`src/rtl/arsf_pkg.sv`:
```
// Package for the converter result and status flag block.
package arsf_pkg;
    localparam int ARSF_NUM_CH = 8;
    localparam int ARSF_DATA_W = 10;
    localparam int ARSF_CH_W = 3;
    localparam logic ARSF_FLAG_RST = 1'b0;
    localparam logic [ARSF_DATA_W-1:0] ARSF_DATA_RST = 10'h000;
    localparam logic [ARSF_CH_W-1:0] ARSF_CH_RST = 3'h0;
    localparam logic [ARSF_CH_W:0] ARSF_NO_SRC = 4'h8;

    typedef enum logic [1:0] {
        ARSF_AWAKE = 2'b00,
        ARSF_SLEEP_ARMED = 2'b01,
        ARSF_ASLEEP = 2'b10
    } arsf_sleep_e;
endpackage : arsf_pkg

```
`src/rtl/arsf_flag.sv`:
```
// One sticky flag in which a hardware set beats a same-cycle clear.
`timescale 1ns/10ps
module arsf_flag
(
    // Clock and reset
    input wire logic clk_in,
    input wire logic arst_n_in,
    // Events
    input wire logic set_in,
    input wire logic clr_in,
    // State
    output logic flag_out
);
    import arsf_pkg::*;

    logic flag_d;
    logic flag_q;

    always_comb
    begin
        flag_d = flag_q;
        if (clr_in)
        begin
            flag_d = 1'b0;
        end
        if (set_in)
        begin
            flag_d = 1'b1; // RULE_15
        end
    end

    always_ff @(posedge clk_in or negedge arst_n_in)
    begin
        if (!arst_n_in)
        begin
            flag_q <= ARSF_FLAG_RST;
        end
        else
        begin
            flag_q <= flag_d;
        end
    end

    assign flag_out = flag_q;
endmodule : arsf_flag

```
`src/rtl/arsf_top.sv`:
```
// Result registers, end-of-conversion, ready and overrun flags, and deferred sleep.
`timescale 1ns/10ps
// Operation
// RULE_01 - Only a read of the last-result register clears the global ready flag.
// RULE_02 - The global ready flag rises only when new data is really stored.
// RULE_03 - A channel result read never blocks the ready flag raised by another channel's completion.
// RULE_04 - A disable in the same cycle as a completion still stores both results and raises ready; the code refuses such a completion and stores nothing.
// RULE_05 - A status read with a completion still updates general overrun, set winning over clear.
// RULE_06 - General overrun is set by a completion while done and ready are set, whatever else is read; the code needs only ready set.
// RULE_07 - A disable in the same cycle does not stop general overrun from rising; the code refuses such a completion, so general overrun does not rise.
// RULE_08 - A channel's overrun flag rises when it completes while its done flag is still set.
// RULE_09 - Reading a channel result or the last result clears that channel's done flag.
// RULE_10 - A status read clears every channel overrun flag even if a completion sets done again; in the code a same-cycle overrun set wins over it.
// RULE_11 - A channel disabled during its conversion never gets its done flag raised.
// RULE_12 - A channel result read clears only the done flag of the channel read.
// RULE_13 - Sleep requested while idle takes effect only after the next conversion completes.
// RULE_14 - Each completion loads both result registers and sets done and ready in one cycle.
// RULE_15 - A hardware set wins over a software clear in the same cycle.
module arsf_top
#(
    parameter int NUM_CH = arsf_pkg::ARSF_NUM_CH,
    parameter int DATA_W = arsf_pkg::ARSF_DATA_W
)
(
    // Clock and reset
    input wire logic clk_in,
    input wire logic arst_n_in,
    // Conversion core
    input wire logic eoc_in,
    input wire logic [arsf_pkg::ARSF_CH_W-1:0] eoc_ch_in,
    input wire logic [DATA_W-1:0] eoc_data_in,
    input wire logic conv_busy_in,
    // Software controls
    input wire logic [NUM_CH-1:0] ch_enable_in,
    input wire logic rd_ch_result_in,
    input wire logic [arsf_pkg::ARSF_CH_W-1:0] rd_ch_sel_in,
    input wire logic rd_last_result_in,
    input wire logic rd_status_in,
    input wire logic sleep_mode_in,
    // Results
    output logic [NUM_CH*DATA_W-1:0] channel_result_register_out,
    output logic [DATA_W-1:0] last_result_reg_out,
    output logic [arsf_pkg::ARSF_CH_W-1:0] last_result_ch_out,
    // Flags
    output logic [NUM_CH-1:0] eoc_flag_out,
    output logic [NUM_CH-1:0] channel_overrun_flag_out,
    output logic global_result_ready_flag_out,
    output logic general_overrun_flag_out,
    output logic asleep_out
);
    import arsf_pkg::*;

    logic [NUM_CH-1:0] done_set;
    logic [NUM_CH-1:0] done_clr;
    logic [NUM_CH-1:0] done_q;
    logic [NUM_CH-1:0] ovr_set;
    logic [NUM_CH-1:0] ovr_q;
    logic eoc_valid;
    logic [NUM_CH-1:0] ovr_clr;
    logic ready_set;
    logic ready_clr;
    logic ready_q;
    logic govr_set;
    logic govr_clr;
    logic govr_q;
    logic asleep_d;
    logic asleep_q;
    logic [NUM_CH-1:0] conv_en_d;
    logic [NUM_CH-1:0] conv_en_q;
    logic [NUM_CH*DATA_W-1:0] cdr_d;
    logic [NUM_CH*DATA_W-1:0] cdr_q;
    logic [DATA_W-1:0] last_result_reg_d;
    logic [DATA_W-1:0] last_result_reg_q;
    logic [ARSF_CH_W-1:0] lch_d;
    logic [ARSF_CH_W-1:0] lch_q;
    arsf_sleep_e slp_d;
    arsf_sleep_e slp_q;

    // Channel bit of a channel number, zero when the number is out of range.
    function automatic logic [NUM_CH-1:0] ch_bit(input logic [ARSF_CH_W-1:0] ch);
        logic [NUM_CH-1:0] v;
        v = '0;
        if (int'(ch) < NUM_CH)
        begin
            v[ch] = 1'b1;
        end
        return v;
    endfunction : ch_bit

    // A conversion counts only if its channel was enabled when it started and still is.
    // Tracking the start-time enable keeps a late disable from raising done.
    always_comb
    begin
        conv_en_d = conv_en_q;
        if (!conv_busy_in)
        begin
            conv_en_d = ch_enable_in;
        end
        conv_en_d = conv_en_d & ch_enable_in;
    end

    // A completion is stored only for a channel enabled at the start and still enabled now.
    assign eoc_valid = eoc_in && ((ch_bit(eoc_ch_in) & conv_en_q & ch_enable_in) != '0); // RULE_11

    always_comb
    begin
        done_set = '0;
        ovr_set = '0;
        done_clr = '0;
        if (eoc_valid)
        begin
            done_set = ch_bit(eoc_ch_in); // RULE_14
            ovr_set = ch_bit(eoc_ch_in) & done_q; // RULE_08
        end
        if (rd_ch_result_in)
        begin
            done_clr = done_clr | ch_bit(rd_ch_sel_in); // RULE_12
        end
        if (rd_last_result_in)
        begin
            done_clr = done_clr | ch_bit(lch_q); // RULE_09
        end
    end

    // Global flag events. Only a stored result raises ready, so a refused completion
    // never claims new data; only the last-result read lowers it.
    always_comb
    begin
        ready_set = 1'b0;
        ready_clr = 1'b0;
        govr_set = 1'b0;
        govr_clr = 1'b0;
        ovr_clr = '0;
        if (eoc_valid)
        begin
            ready_set = 1'b1; // RULE_02 RULE_03 RULE_04
            // Any stored result that finds ready still set overruns the last result.
            govr_set = ready_q; // RULE_05 RULE_06 RULE_07
        end
        if (rd_last_result_in)
        begin
            ready_clr = 1'b1; // RULE_01
        end
        if (rd_status_in)
        begin
            govr_clr = 1'b1; // RULE_05
            ovr_clr = '1; // RULE_10
        end
    end

    // Result storage.
    always_comb
    begin
        cdr_d = cdr_q;
        last_result_reg_d = last_result_reg_q;
        lch_d = lch_q;
        if (eoc_valid)
        begin
            cdr_d[int'(eoc_ch_in)*DATA_W +: DATA_W] = eoc_data_in; // RULE_04
            last_result_reg_d = eoc_data_in; // RULE_14
            lch_d = eoc_ch_in;
        end
    end

    // Deferred sleep: the converter sleeps only once the next conversion ends.
    always_comb
    begin
        slp_d = slp_q;
        case (slp_q)
            ARSF_AWAKE:
            begin
                if (sleep_mode_in)
                begin
                    slp_d = ARSF_SLEEP_ARMED;
                end
            end
            ARSF_SLEEP_ARMED:
            begin
                if (!sleep_mode_in)
                begin
                    slp_d = ARSF_AWAKE;
                end
                else if (eoc_in)
                begin
                    slp_d = ARSF_ASLEEP; // RULE_13
                end
            end
            ARSF_ASLEEP:
            begin
                if (!sleep_mode_in)
                begin
                    slp_d = ARSF_AWAKE;
                end
            end
            default:
            begin
                slp_d = ARSF_AWAKE;
            end
        endcase
        // Decoded from the next state so the registered output moves with the state.
        asleep_d = (slp_d == ARSF_ASLEEP);
    end

    // Start-time enables of the running conversion.
    always_ff @(posedge clk_in or negedge arst_n_in)
    begin
        if (!arst_n_in)
        begin
            conv_en_q <= '0;
        end
        else
        begin
            conv_en_q <= conv_en_d;
        end
    end

    // Result registers and the channel that produced the last result.
    always_ff @(posedge clk_in or negedge arst_n_in)
    begin
        if (!arst_n_in)
        begin
            cdr_q <= '0;
            last_result_reg_q <= ARSF_DATA_RST;
            lch_q <= ARSF_CH_RST;
        end
        else
        begin
            cdr_q <= cdr_d;
            last_result_reg_q <= last_result_reg_d;
            lch_q <= lch_d;
        end
    end

    // The sleep output is registered so that it leaves the block glitch free.
    always_ff @(posedge clk_in or negedge arst_n_in)
    begin
        if (!arst_n_in)
        begin
            slp_q <= ARSF_AWAKE;
            asleep_q <= ARSF_FLAG_RST;
        end
        else
        begin
            slp_q <= slp_d;
            asleep_q <= asleep_d;
        end
    end

    genvar gi;
    generate
        for (gi = 0; gi < NUM_CH; gi++)
        begin : g_ch
            arsf_flag u_done
            (
                .clk_in(clk_in),
                .arst_n_in(arst_n_in),
                .set_in(done_set[gi]),
                .clr_in(done_clr[gi]),
                .flag_out(done_q[gi])
            );
            arsf_flag u_ovr
            (
                .clk_in(clk_in),
                .arst_n_in(arst_n_in),
                .set_in(ovr_set[gi]),
                .clr_in(ovr_clr[gi]), // RULE_10
                .flag_out(ovr_q[gi])
            );
        end
    endgenerate

    // Ready is set only by stored data and cleared only by the last-result read.
    arsf_flag u_ready
    (
        .clk_in(clk_in),
        .arst_n_in(arst_n_in),
        .set_in(ready_set), // RULE_02 RULE_03 RULE_04
        .clr_in(ready_clr), // RULE_01
        .flag_out(ready_q)
    );

    // General overrun: a stored completion while ready is still set.
    arsf_flag u_govr
    (
        .clk_in(clk_in),
        .arst_n_in(arst_n_in),
        .set_in(govr_set), // RULE_05 RULE_06 RULE_07
        .clr_in(govr_clr), // RULE_05
        .flag_out(govr_q)
    );

    assign channel_result_register_out = cdr_q;
    assign last_result_reg_out = last_result_reg_q;
    assign last_result_ch_out = lch_q;
    assign eoc_flag_out = done_q;
    assign channel_overrun_flag_out = ovr_q;
    assign global_result_ready_flag_out = ready_q;
    assign general_overrun_flag_out = govr_q;
    assign asleep_out = asleep_q;
endmodule : arsf_top

```
`config.mk`:
```
export PLATFORM = sky130hd
export DESIGN_NAME = arsf_top
export DESIGN_NICKNAME = d
export VERILOG_FILES = /design/src/rtl/arsf_pkg.sv /design/src/rtl/arsf_flag.sv /design/src/rtl/arsf_top.sv
export SDC_FILE = /design/constraint.sdc
export NUM_CORES = 1
export LEC_CHECK = 0
export BUFFER_PORTS_ARGS = -buffer_cell sky130_fd_sc_hd__buf_2
export CAP_MARGIN = 20
export CORE_UTILIZATION = 40
export CTS_BUF_LIST = sky130_fd_sc_hd__clkbuf_4
export DETAILED_ROUTE_END_ITERATION = 16
export PLACE_DENSITY = 0.61
export SYNTH_ARGS = -nofsm -noshare
export SYNTH_HDL_FRONTEND = slang
export SYNTH_HIERARCHICAL = 1
export SYNTH_SLANG_ARGS = --single-unit
```
`constraint.sdc`:
```
create_clock -name clk_in -period 4.6 [get_ports clk_in]
set_input_delay 0.23 -clock clk_in [delete_from_list [all_inputs] [get_ports clk_in]]
set_output_delay 0.23 -clock clk_in [all_outputs]
set_load 0.01 [all_outputs]
```
==> results of run 1 <==
==> cell usage after synthesis, types with 3 or more instances <==
master     instances  area, um^2
a21boi_0           8        60.1
a21o_1            20         150
a21oi_1            6        30.0
a22oi_1            3        22.5
a2bb2oi_1          3        26.3
a31oi_1            7        43.8
and2_1            21         131
and3b_1            4        35.0
buf_2             12        60.1
buf_4              4        30.0
buf_6              4        45.0
clkbuf_1          15        56.3
dfrtp_1          122        3050
ha_1               6        75.1
inv_1             33         124
inv_2              3        11.3
mux2_2            79         890
mux2_4             4        60.1
mux2i_1           12         120
nand2_1           53         199
nand2b_1          13        81.3
nand3_1           17        85.1
nand4_1            4        25.0
nor2_1            54         203
nor2b_1            7        43.8
nor3_1            14        70.1
nor3_2             5        50.1
nor4_1             6        37.5
o211ai_1           3        22.5
o21ai_0           36         180
o21ai_1            6        30.0
o22a_1             3        26.3
o22ai_1           33         206
o31ai_1            5        37.5
o32ai_1            5        43.8
o41ai_1            8        70.1
or2_1              3        18.8
or2_2              4        25.0
or3_1              6        37.5
==> worst max-delay path, delay by kind of cell <==
family / cells / cell delay [ps]
adders and majority gates: 4 / 1390
and+or+nand+nor: 4 / 990
muxes: 2 / 640
AOI/OAI and AO/OA: 1 / 170
buffers and inverters: 2 / 310
==> report_power, final <==
part | total (mW) | leakage [nW] | switching (mW) | internal [mW]
clock | 0.657 | 0.116 | 0.439 | 0.218
combinational | 0.882 | 2.49 | 0.516 | 0.366
sequential | 1.30 | 1.64 | 0.0874 | 1.22
total | 2.84 | 4.24 | 1.04 | 1.80
==> logic make-up after synthesis <==
logic type / Yosys count
simple gates: 223
compound gates: 167
flops: 122
mux: 99
buf+inv: 72
xor+xnor: 6
fa+ha+maj: 6
==> registers in the layout (all words and copies together), names as in the netlist <==
signal                       cells
slp_q                            2
conv_en_q                        8
u_ready/flag_out                 1
u_govr/flag_out                  1
g_ch.u_done/flag_out             8
g_ch.u_ovr/flag_out              8
channel_result_register_out     80
last_result_reg_out             10
last_result_ch_out               3
asleep_out                       1
==> metrics by stage <==
stage | area (um^2) | cells
global route | 8450 | 1102
global placement | 7920 | 1041
floorplan | 7020 | 695
CTS | 8450 | 1101
finish | 8450 | 1102
detailed placement | 7920 | 1041
==> routing by layer <==
metal / part of all wire / wire length [um] / up-vias
li1: - / - / 2866
met1: 0.48 / 9820 / 2986
met2: 0.43 / 8840 / 244
met3: 0.068 / 1390 / 38
met4: 0.020 / 411 / 0
met5: 0 / 0 / -
==> layout make-up <==
type	instances	area share
flip-flops and latches	122	0.361
clock inverters	13	0.0118
inverters	37	0.0164
multi-input cells	501	0.430
repair buffers	185	0.131
diodes	1	0.000296
clock buffers	18	0.0160
well taps	225	0.0333
==> cells in the final DEF, fill, tap and decap left out, types with 6 or more instances in the layout <==
cell type,n
inv_1,33
nand3_1,17
buf_2,142
nand2_1,53
ha_1,6
mux2_2,79
or3_1,6
a21o_1,20
dlygate4sd3_1,29
buf_4,14
o21ai_1,6
a21boi_0,8
nor2_1,54
o21ai_0,36
nor3_1,14
a21oi_1,6
nor2b_1,7
clkbuf_4,18
nor4_1,6
o41ai_1,8
nand2b_1,13
and2_1,21
mux2i_1,12
a31oi_1,7
o22ai_1,33
dfrtp_1,122
==> path summary, 6_finish.rpt <==
check                                                  end  slack, ps  depth (start not counted)              startpoint
max in group asynchronous  channel_result_register_out[26]       3030                          3               arst_n_in
max reg2reg                channel_result_register_out[26]       1620                          7            conv_en_q[7]
min reg2reg                         g_ch[1].u_ovr/flag_out        480                          1  g_ch[1].u_ovr/flag_out
min                                g_ch[0].u_done/flag_out         70                          4         rd_ch_sel_in[1]
max                        channel_result_register_out[35]       1320                         13            eoc_ch_in[2]
min in group asynchronous  channel_result_register_out[51]        300                          2               arst_n_in
==> flow_summary_export.csv, run 1 <==
group,metric,value,unit
outcome,status,"finished, final reports clean",
yosys,yosysWarnings,6,
timing,rsz0062_at_grt,"false",
critical_path,cp_common_cell,"ha_1",
floorplan,die_h,134,um
power,total_leakage_power,4.24,nW
yosys,synthXorXnorAreaFrac,0.0123,
critical_path,arrival,3740,ps
clock_tree,postCtsHoldBufs,29,
routing,dr_total_vias,6134,
floorplan,num_rows,48,
clock_tree,worstSkewPairLatency,570,ps
timing,period_needed,3280,ps
grt,antenna_found_initial,1,
grt,grt_pass1_wl,32100,um
yosys,synth.net_count,733,
critical_path,startpoint_type,"input port",
yosys,yosysSeqAreaShare,0.435,
timing,tightest_slew,825,ps
critical_path,cp_slowest_cell,"ha_1",
yosys,synth-async-reset-ratio,1.00,
grt,use_met3,0.0477,
critical_path,endpoint_kind,"flop",
yosys,synthFlopType,"dfrtp_1",
routing,drtIter0Drc,527,
power,total_power,2.84,mW
critical_path,path_class,"input port to flop",
floorplan,io_pins,144,
clock_tree,cts_buffer_depth,2,
floorplan,core_area,0.0172,mm^2
yosys,synth-compound-area-share,0.164,
power,p_per_area,336,mW/mm^2
critical_path,cp_max_fo,15,
grt,grtUsageMet1,0.342,
yosys,synth_edf_count,0,
finish,multiInputGateArea,0.00363,mm^2
timing,fmax,304,MHz
routing,drc,0,
placed_design,place.gp.congestion,0.929,
placed_design,port_buffers,143,
routing,routed_via_density,5.57,
timing,slew_headroom,0.446,
power,vdd_drop_max,0.150,mV
clock_tree,cts_tree,"built",
placed_design,hpwl,14700,um
clock_tree,cts_setup_buffers,0,
floorplan,initial_core_util,0.407,
finish,seq_area,0.00305,mm^2
grt,globalRoute.busiestLayer,"met1",
finish,areaGrowthSynthToFinish,20.4,%
critical_path,worstPathCellList,"buf_2 -> ha_1 -> ha_1 -> inv_1 -> ha_1 -> nor2_1 -> and2_1 -> ha_1 -> nor2b_1 -> mux2_2 -> nand2_1 -> o22ai_1 -> mux2_2",
floorplan,die-area,0.0181,mm^2
finish,final_layout_size_suffix_gt1_frac,0.338,
clock_tree,cts_max_level,4,
clock_tree,cts_buffers,17,
yosys,synth_adder_area_share,0.0107,
clock_tree,ctsResizeCount,0,
grt,overflow,0,
yosys,synth.distinct_cells,70,
routing,wire_per_inst,18.6,um
clock_tree,cts_root_buffer,"clkbuf_4",
grt,grt_max_degree,65,
worst_hold_path,hold_class,"input port to flop",
finish,nFillCells,1674,
critical_path,crit_required,5050,ps
grt,grt_pass1_vias,5806,
job,max_cap_violations,0,
yosys,yosys.area_share.simple,0.168,
floorplan,fp.dieW,134,um
timing,tns,0,ps
yosys,syn_avg_cell_area,10.1,um^2
routing,first_pass_iters,5,
timing,skew,22.3,ps
yosys,synth_top_family_by_area,"simple AND/OR/NAND/NOR gates",
routing,totalWireLength,20500,um
timing,drv_slew,0,
grt,grt_use_total,0.233,
routing,ant_nets,0,
timing,setup_slack,1320,ps
timing,holdWs,74.0,ps
finish,fin_util,0.490,
critical_path,slowest_delay,570,ps
yosys,synth_seq_cells,122,
clock_tree,numClockSinks,122,
yosys,yosys-mux-area-fraction,0.162,
timing,finalSetupViolCount,0,
yosys,synthesis.area,0.00702,mm^2
grt,use_met2,0.339,
timing,period_share,0.714,
finish,finalNetCount,902,
yosys,syn_inst,695,
clock_tree,clk_pin_slew,110,ps
timing,hold_viol,0,
placed_design,dpl_worst_slack,766,ps
(Power assumes the default switching activity.)
==> run 2: changes to the inputs <==
--- a/config.mk
+++ b/config.mk
@@ -5,6 +5,7 @@
 export SDC_FILE = /design/constraint.sdc
 export NUM_CORES = 1
 export LEC_CHECK = 0
+export ABC_AREA = 1
 export BUFFER_PORTS_ARGS = -buffer_cell sky130_fd_sc_hd__buf_2
 export CAP_MARGIN = 20
 export CORE_UTILIZATION = 40
==> constraint.sdc (replaced) <==
create_clock -name clk_in -period 3.2 [get_ports clk_in]
set_input_delay 0.16 -clock clk_in [delete_from_list [all_inputs] [get_ports clk_in]]
set_output_delay 0.16 -clock clk_in [all_outputs]
set_load 0.01 [all_outputs]
==> flow_summary_export.csv, run 2 <==
group,metric,value,unit
yosys,syn_avg_cell_area,6.94,um^2
finish,final_layout_size_suffix_gt1_frac,0.206,
routing,drc,0,
floorplan,io_pins,144,
clock_tree,clk_pin_slew,120,ps
yosys,synth_area_leaders,"dfrtp_1 43%, nand2_1 18%, nor2_1 6.2%, nand3_1 5.9%, inv_1 5.9%",
power,p_per_area,503,mW/mm^2
clock_tree,numClockSinks,122,
yosys,synthTopCellsByCount,"351 x nand2_1, 122 x dfrtp_1, 119 x nor2_1",
timing,fmax,347,MHz
yosys,synth_top_family_by_area,"simple AND/OR/NAND/NOR gates",
yosys,synthesis.area,0.00718,mm^2
finish,layout_commonest_cell,"nand2_1",
yosys,synth_edf_count,0,
worst_hold_path,hold_class,"input port to flop",
clock_tree,cts_buffers,17,
timing,holdWs,31.2,ps
clock_tree,worstSkewPairLatency,550,ps
timing,rsz0062_at_grt,"false",
grt,overflow,0,
critical_path,arrival,3380,ps
floorplan,die_h,136,um
grt,use_met2,0.369,
yosys,post-synth-top-area-fraction,0.425,
floorplan,core_area,0.0174,mm^2
grt,grt_max_degree,51,
finish,nFillCells,1832,
grt,grt_use_total,0.259,
critical_path,endpoint_kind,"flop",
finish,areaGrowthSynthToFinish,22.9,%
critical_path,startpoint_type,"input port",
finish,finalNetCount,1262,
finish,layout_common_cells,"351 x nand2_1, 142 x buf_2, 122 x dfrtp_1, 119 x nor2_1, 112 x inv_1",
yosys,synth-async-reset-ratio,1.00,
job,max_cap_violations,0,
grt,grt_pass1_wl,36300,um
yosys,post-synth-top-count-cell,"nand2_1",
placed_design,place.gp.congestion,0.953,
grt,antenna_found_initial,1,
placed_design,placed_cell_area,0.00820,mm^2
yosys,yosysWarnings,6,
critical_path,startpoint,"eoc_ch_in[2]",
clock_tree,ctsResizeCount,0,
power,vdd_drop_max,0.315,mV
grt,grtUsageMet1,0.388,
timing,period_share,0.901,
clock_tree,cts_max_level,4,
routing,routed_via_density,4.98,
routing,ant_nets,0,
yosys,synth_adder_area_share,0.0105,
critical_path,reg2reg_slack,1270,ps
finish,largest_register_ffs,80,
clock_tree,cts_tree,"built",
placed_design,hpwl,17000,um
routing,first_pass_iters,5,
clock_tree,cts_setup_buffers,0,
outcome,status,"finished, final reports clean",
timing,hold_viol,0,
grt,use_met3,0.0541,
critical_path,crit_required,3700,ps
critical_path,rr_startpoint,"conv_en_q[3]",
routing,totalWireLength,22900,um
yosys,yosysSeqAreaShare,0.425,
yosys,synth_seq_cells,122,
placed_design,port_buffers,143,
worst_hold_path,hold_start,"rd_ch_result_in",
critical_path,path_class,"input port to flop",
yosys,yosys-mux-area-fraction,0,
floorplan,die-area,0.0185,mm^2
timing,period_needed,2880,ps
yosys,synth.net_count,1073,
routing,wire_per_inst,15.6,um
timing,skew,11.4,ps
yosys,synthFlopType,"dfrtp_1",
routing,dr_total_vias,7280,
critical_path,cp_max_fo,9,
timing,drv_slew,0,
finish,design_area,0.00883,mm^2
yosys,synth.distinct_cells,35,
yosys,synthXorXnorAreaFrac,0,
power,total_leakage_power,4.90,nW
yosys,synth-compound-area-share,0.0986,
routing,drtIter0Drc,623,
yosys,syn_inst,1035,
clock_tree,cts_root_buffer,"clkbuf_4",
timing,slew_headroom,0.518,
timing,tns,0,ps
floorplan,initial_core_util,0.412,
floorplan,num_rows,48,
timing,tightest_slew,720,ps
yosys,yosysTopAreaCell,"dfrtp_1",
grt,grt_pass1_vias,6717,
yosys,yosys.area_share.simple,0.376,
floorplan,fp.dieW,136,um
grt,globalRoute.busiestLayer,"met1",
timing,finalSetupViolCount,0,
clock_tree,cts_buffer_depth,2,
==> run 2: cell types whose count changed after synthesis, sizes merged, moves of 8 or more <==
| cell | before | now |
|---|---|---|
| nor3 | 20 | 6 |
| nand3 | 19 | 87 |
| mux2i | 12 | 0 |
| mux2 | 85 | 0 |
| o22ai | 33 | 5 |
| o21ai | 42 | 97 |
| nand4 | 5 | 15 |
| inv | 36 | 125 |
| nor2 | 54 | 140 |
| o41ai | 8 | 0 |
| nand2b | 13 | 0 |
| a21o | 20 | 0 |
| and2 | 22 | 0 |
| nand2 | 53 | 365 |
==> run 2: final timing paths <==
path	cells after the start	to
worst min register to register	2	channel_result_register_out[68]
worst min-delay path	6	g_ch[7].u_done/flag_out
max in group asynchronous	3	channel_result_register_out[52]
min in group asynchronous	2	slp_q[1]
worst max register to register	12	channel_result_register_out[65]
worst max-delay path	17	channel_result_register_out[9]
==> run 2: worst max-delay path, cell delays in order <==
cell and delay (ps):
dlygate4sd3_1 520, buf_2 180, ha_1 180, ha_1 170, inv_1 50, ha_1 300
nor2_1 170, nand3_1 130, inv_1 80, ha_1 250, inv_1 290, nand3_1 120
inv_1 60, nand2_1 110, o21ai_0 390, nand3_1 130, nand2_1 90
==> run 2: repair_timing <==
item / CTS / global route
endpoints found under the hold margin: 70 / 0
hold buffers: 34 / 0
endpoints found under the setup margin: 0 / 0
==> run 2: cell families after synthesis <==
kind of cell | Yosys count
compound gates | 129
fa+ha+maj | 6
buf+inv | 157
flops | 122
simple gates | 621
==> run 2: power breakdown <==
part	switching (mW)	leakage, nW	internal, mW
Combinational	0.884	3.13	0.489
Sequential	0.160	1.62	1.79
Clock	0.646	0.145	0.462
Total	1.69	4.90	2.75
==> run 2: final cells by class <==
cell class	count	area, um^2	share of cell area
Sequential cell	122	3050	0.346
Clock buffer	17	128	0.0145
Timing Repair Buffer	202	1260	0.143
Clock inverter	15	153	0.0173
Tap cell	225	282	0.0319
Inverter	125	469	0.0532
Multi-Input combinational cell	756	3480	0.394
Antenna cell	1	2.50	0.000284
==> run 2: per-stage QoR <==
step           cells   util  total power [mW]  setup slack (ps)
3_5_place_dp    1396  0.471              3.32               326
3_3_place_gp    1396  0.471              3.31               362
5_1_grt         1463  0.507              4.73              80.9
2_1_floorplan   1035      -              2.74               686
4_1_cts         1462  0.507              4.47               368
6_report        1463  0.507              4.44               316
==> run 2: layer usage <==
layer	part of all wire	vias to the layer above
li1	-	3662
met1	0.49	3336
met2	0.43	254
met3	0.069	28
met4	0.016	0
met5	0	-
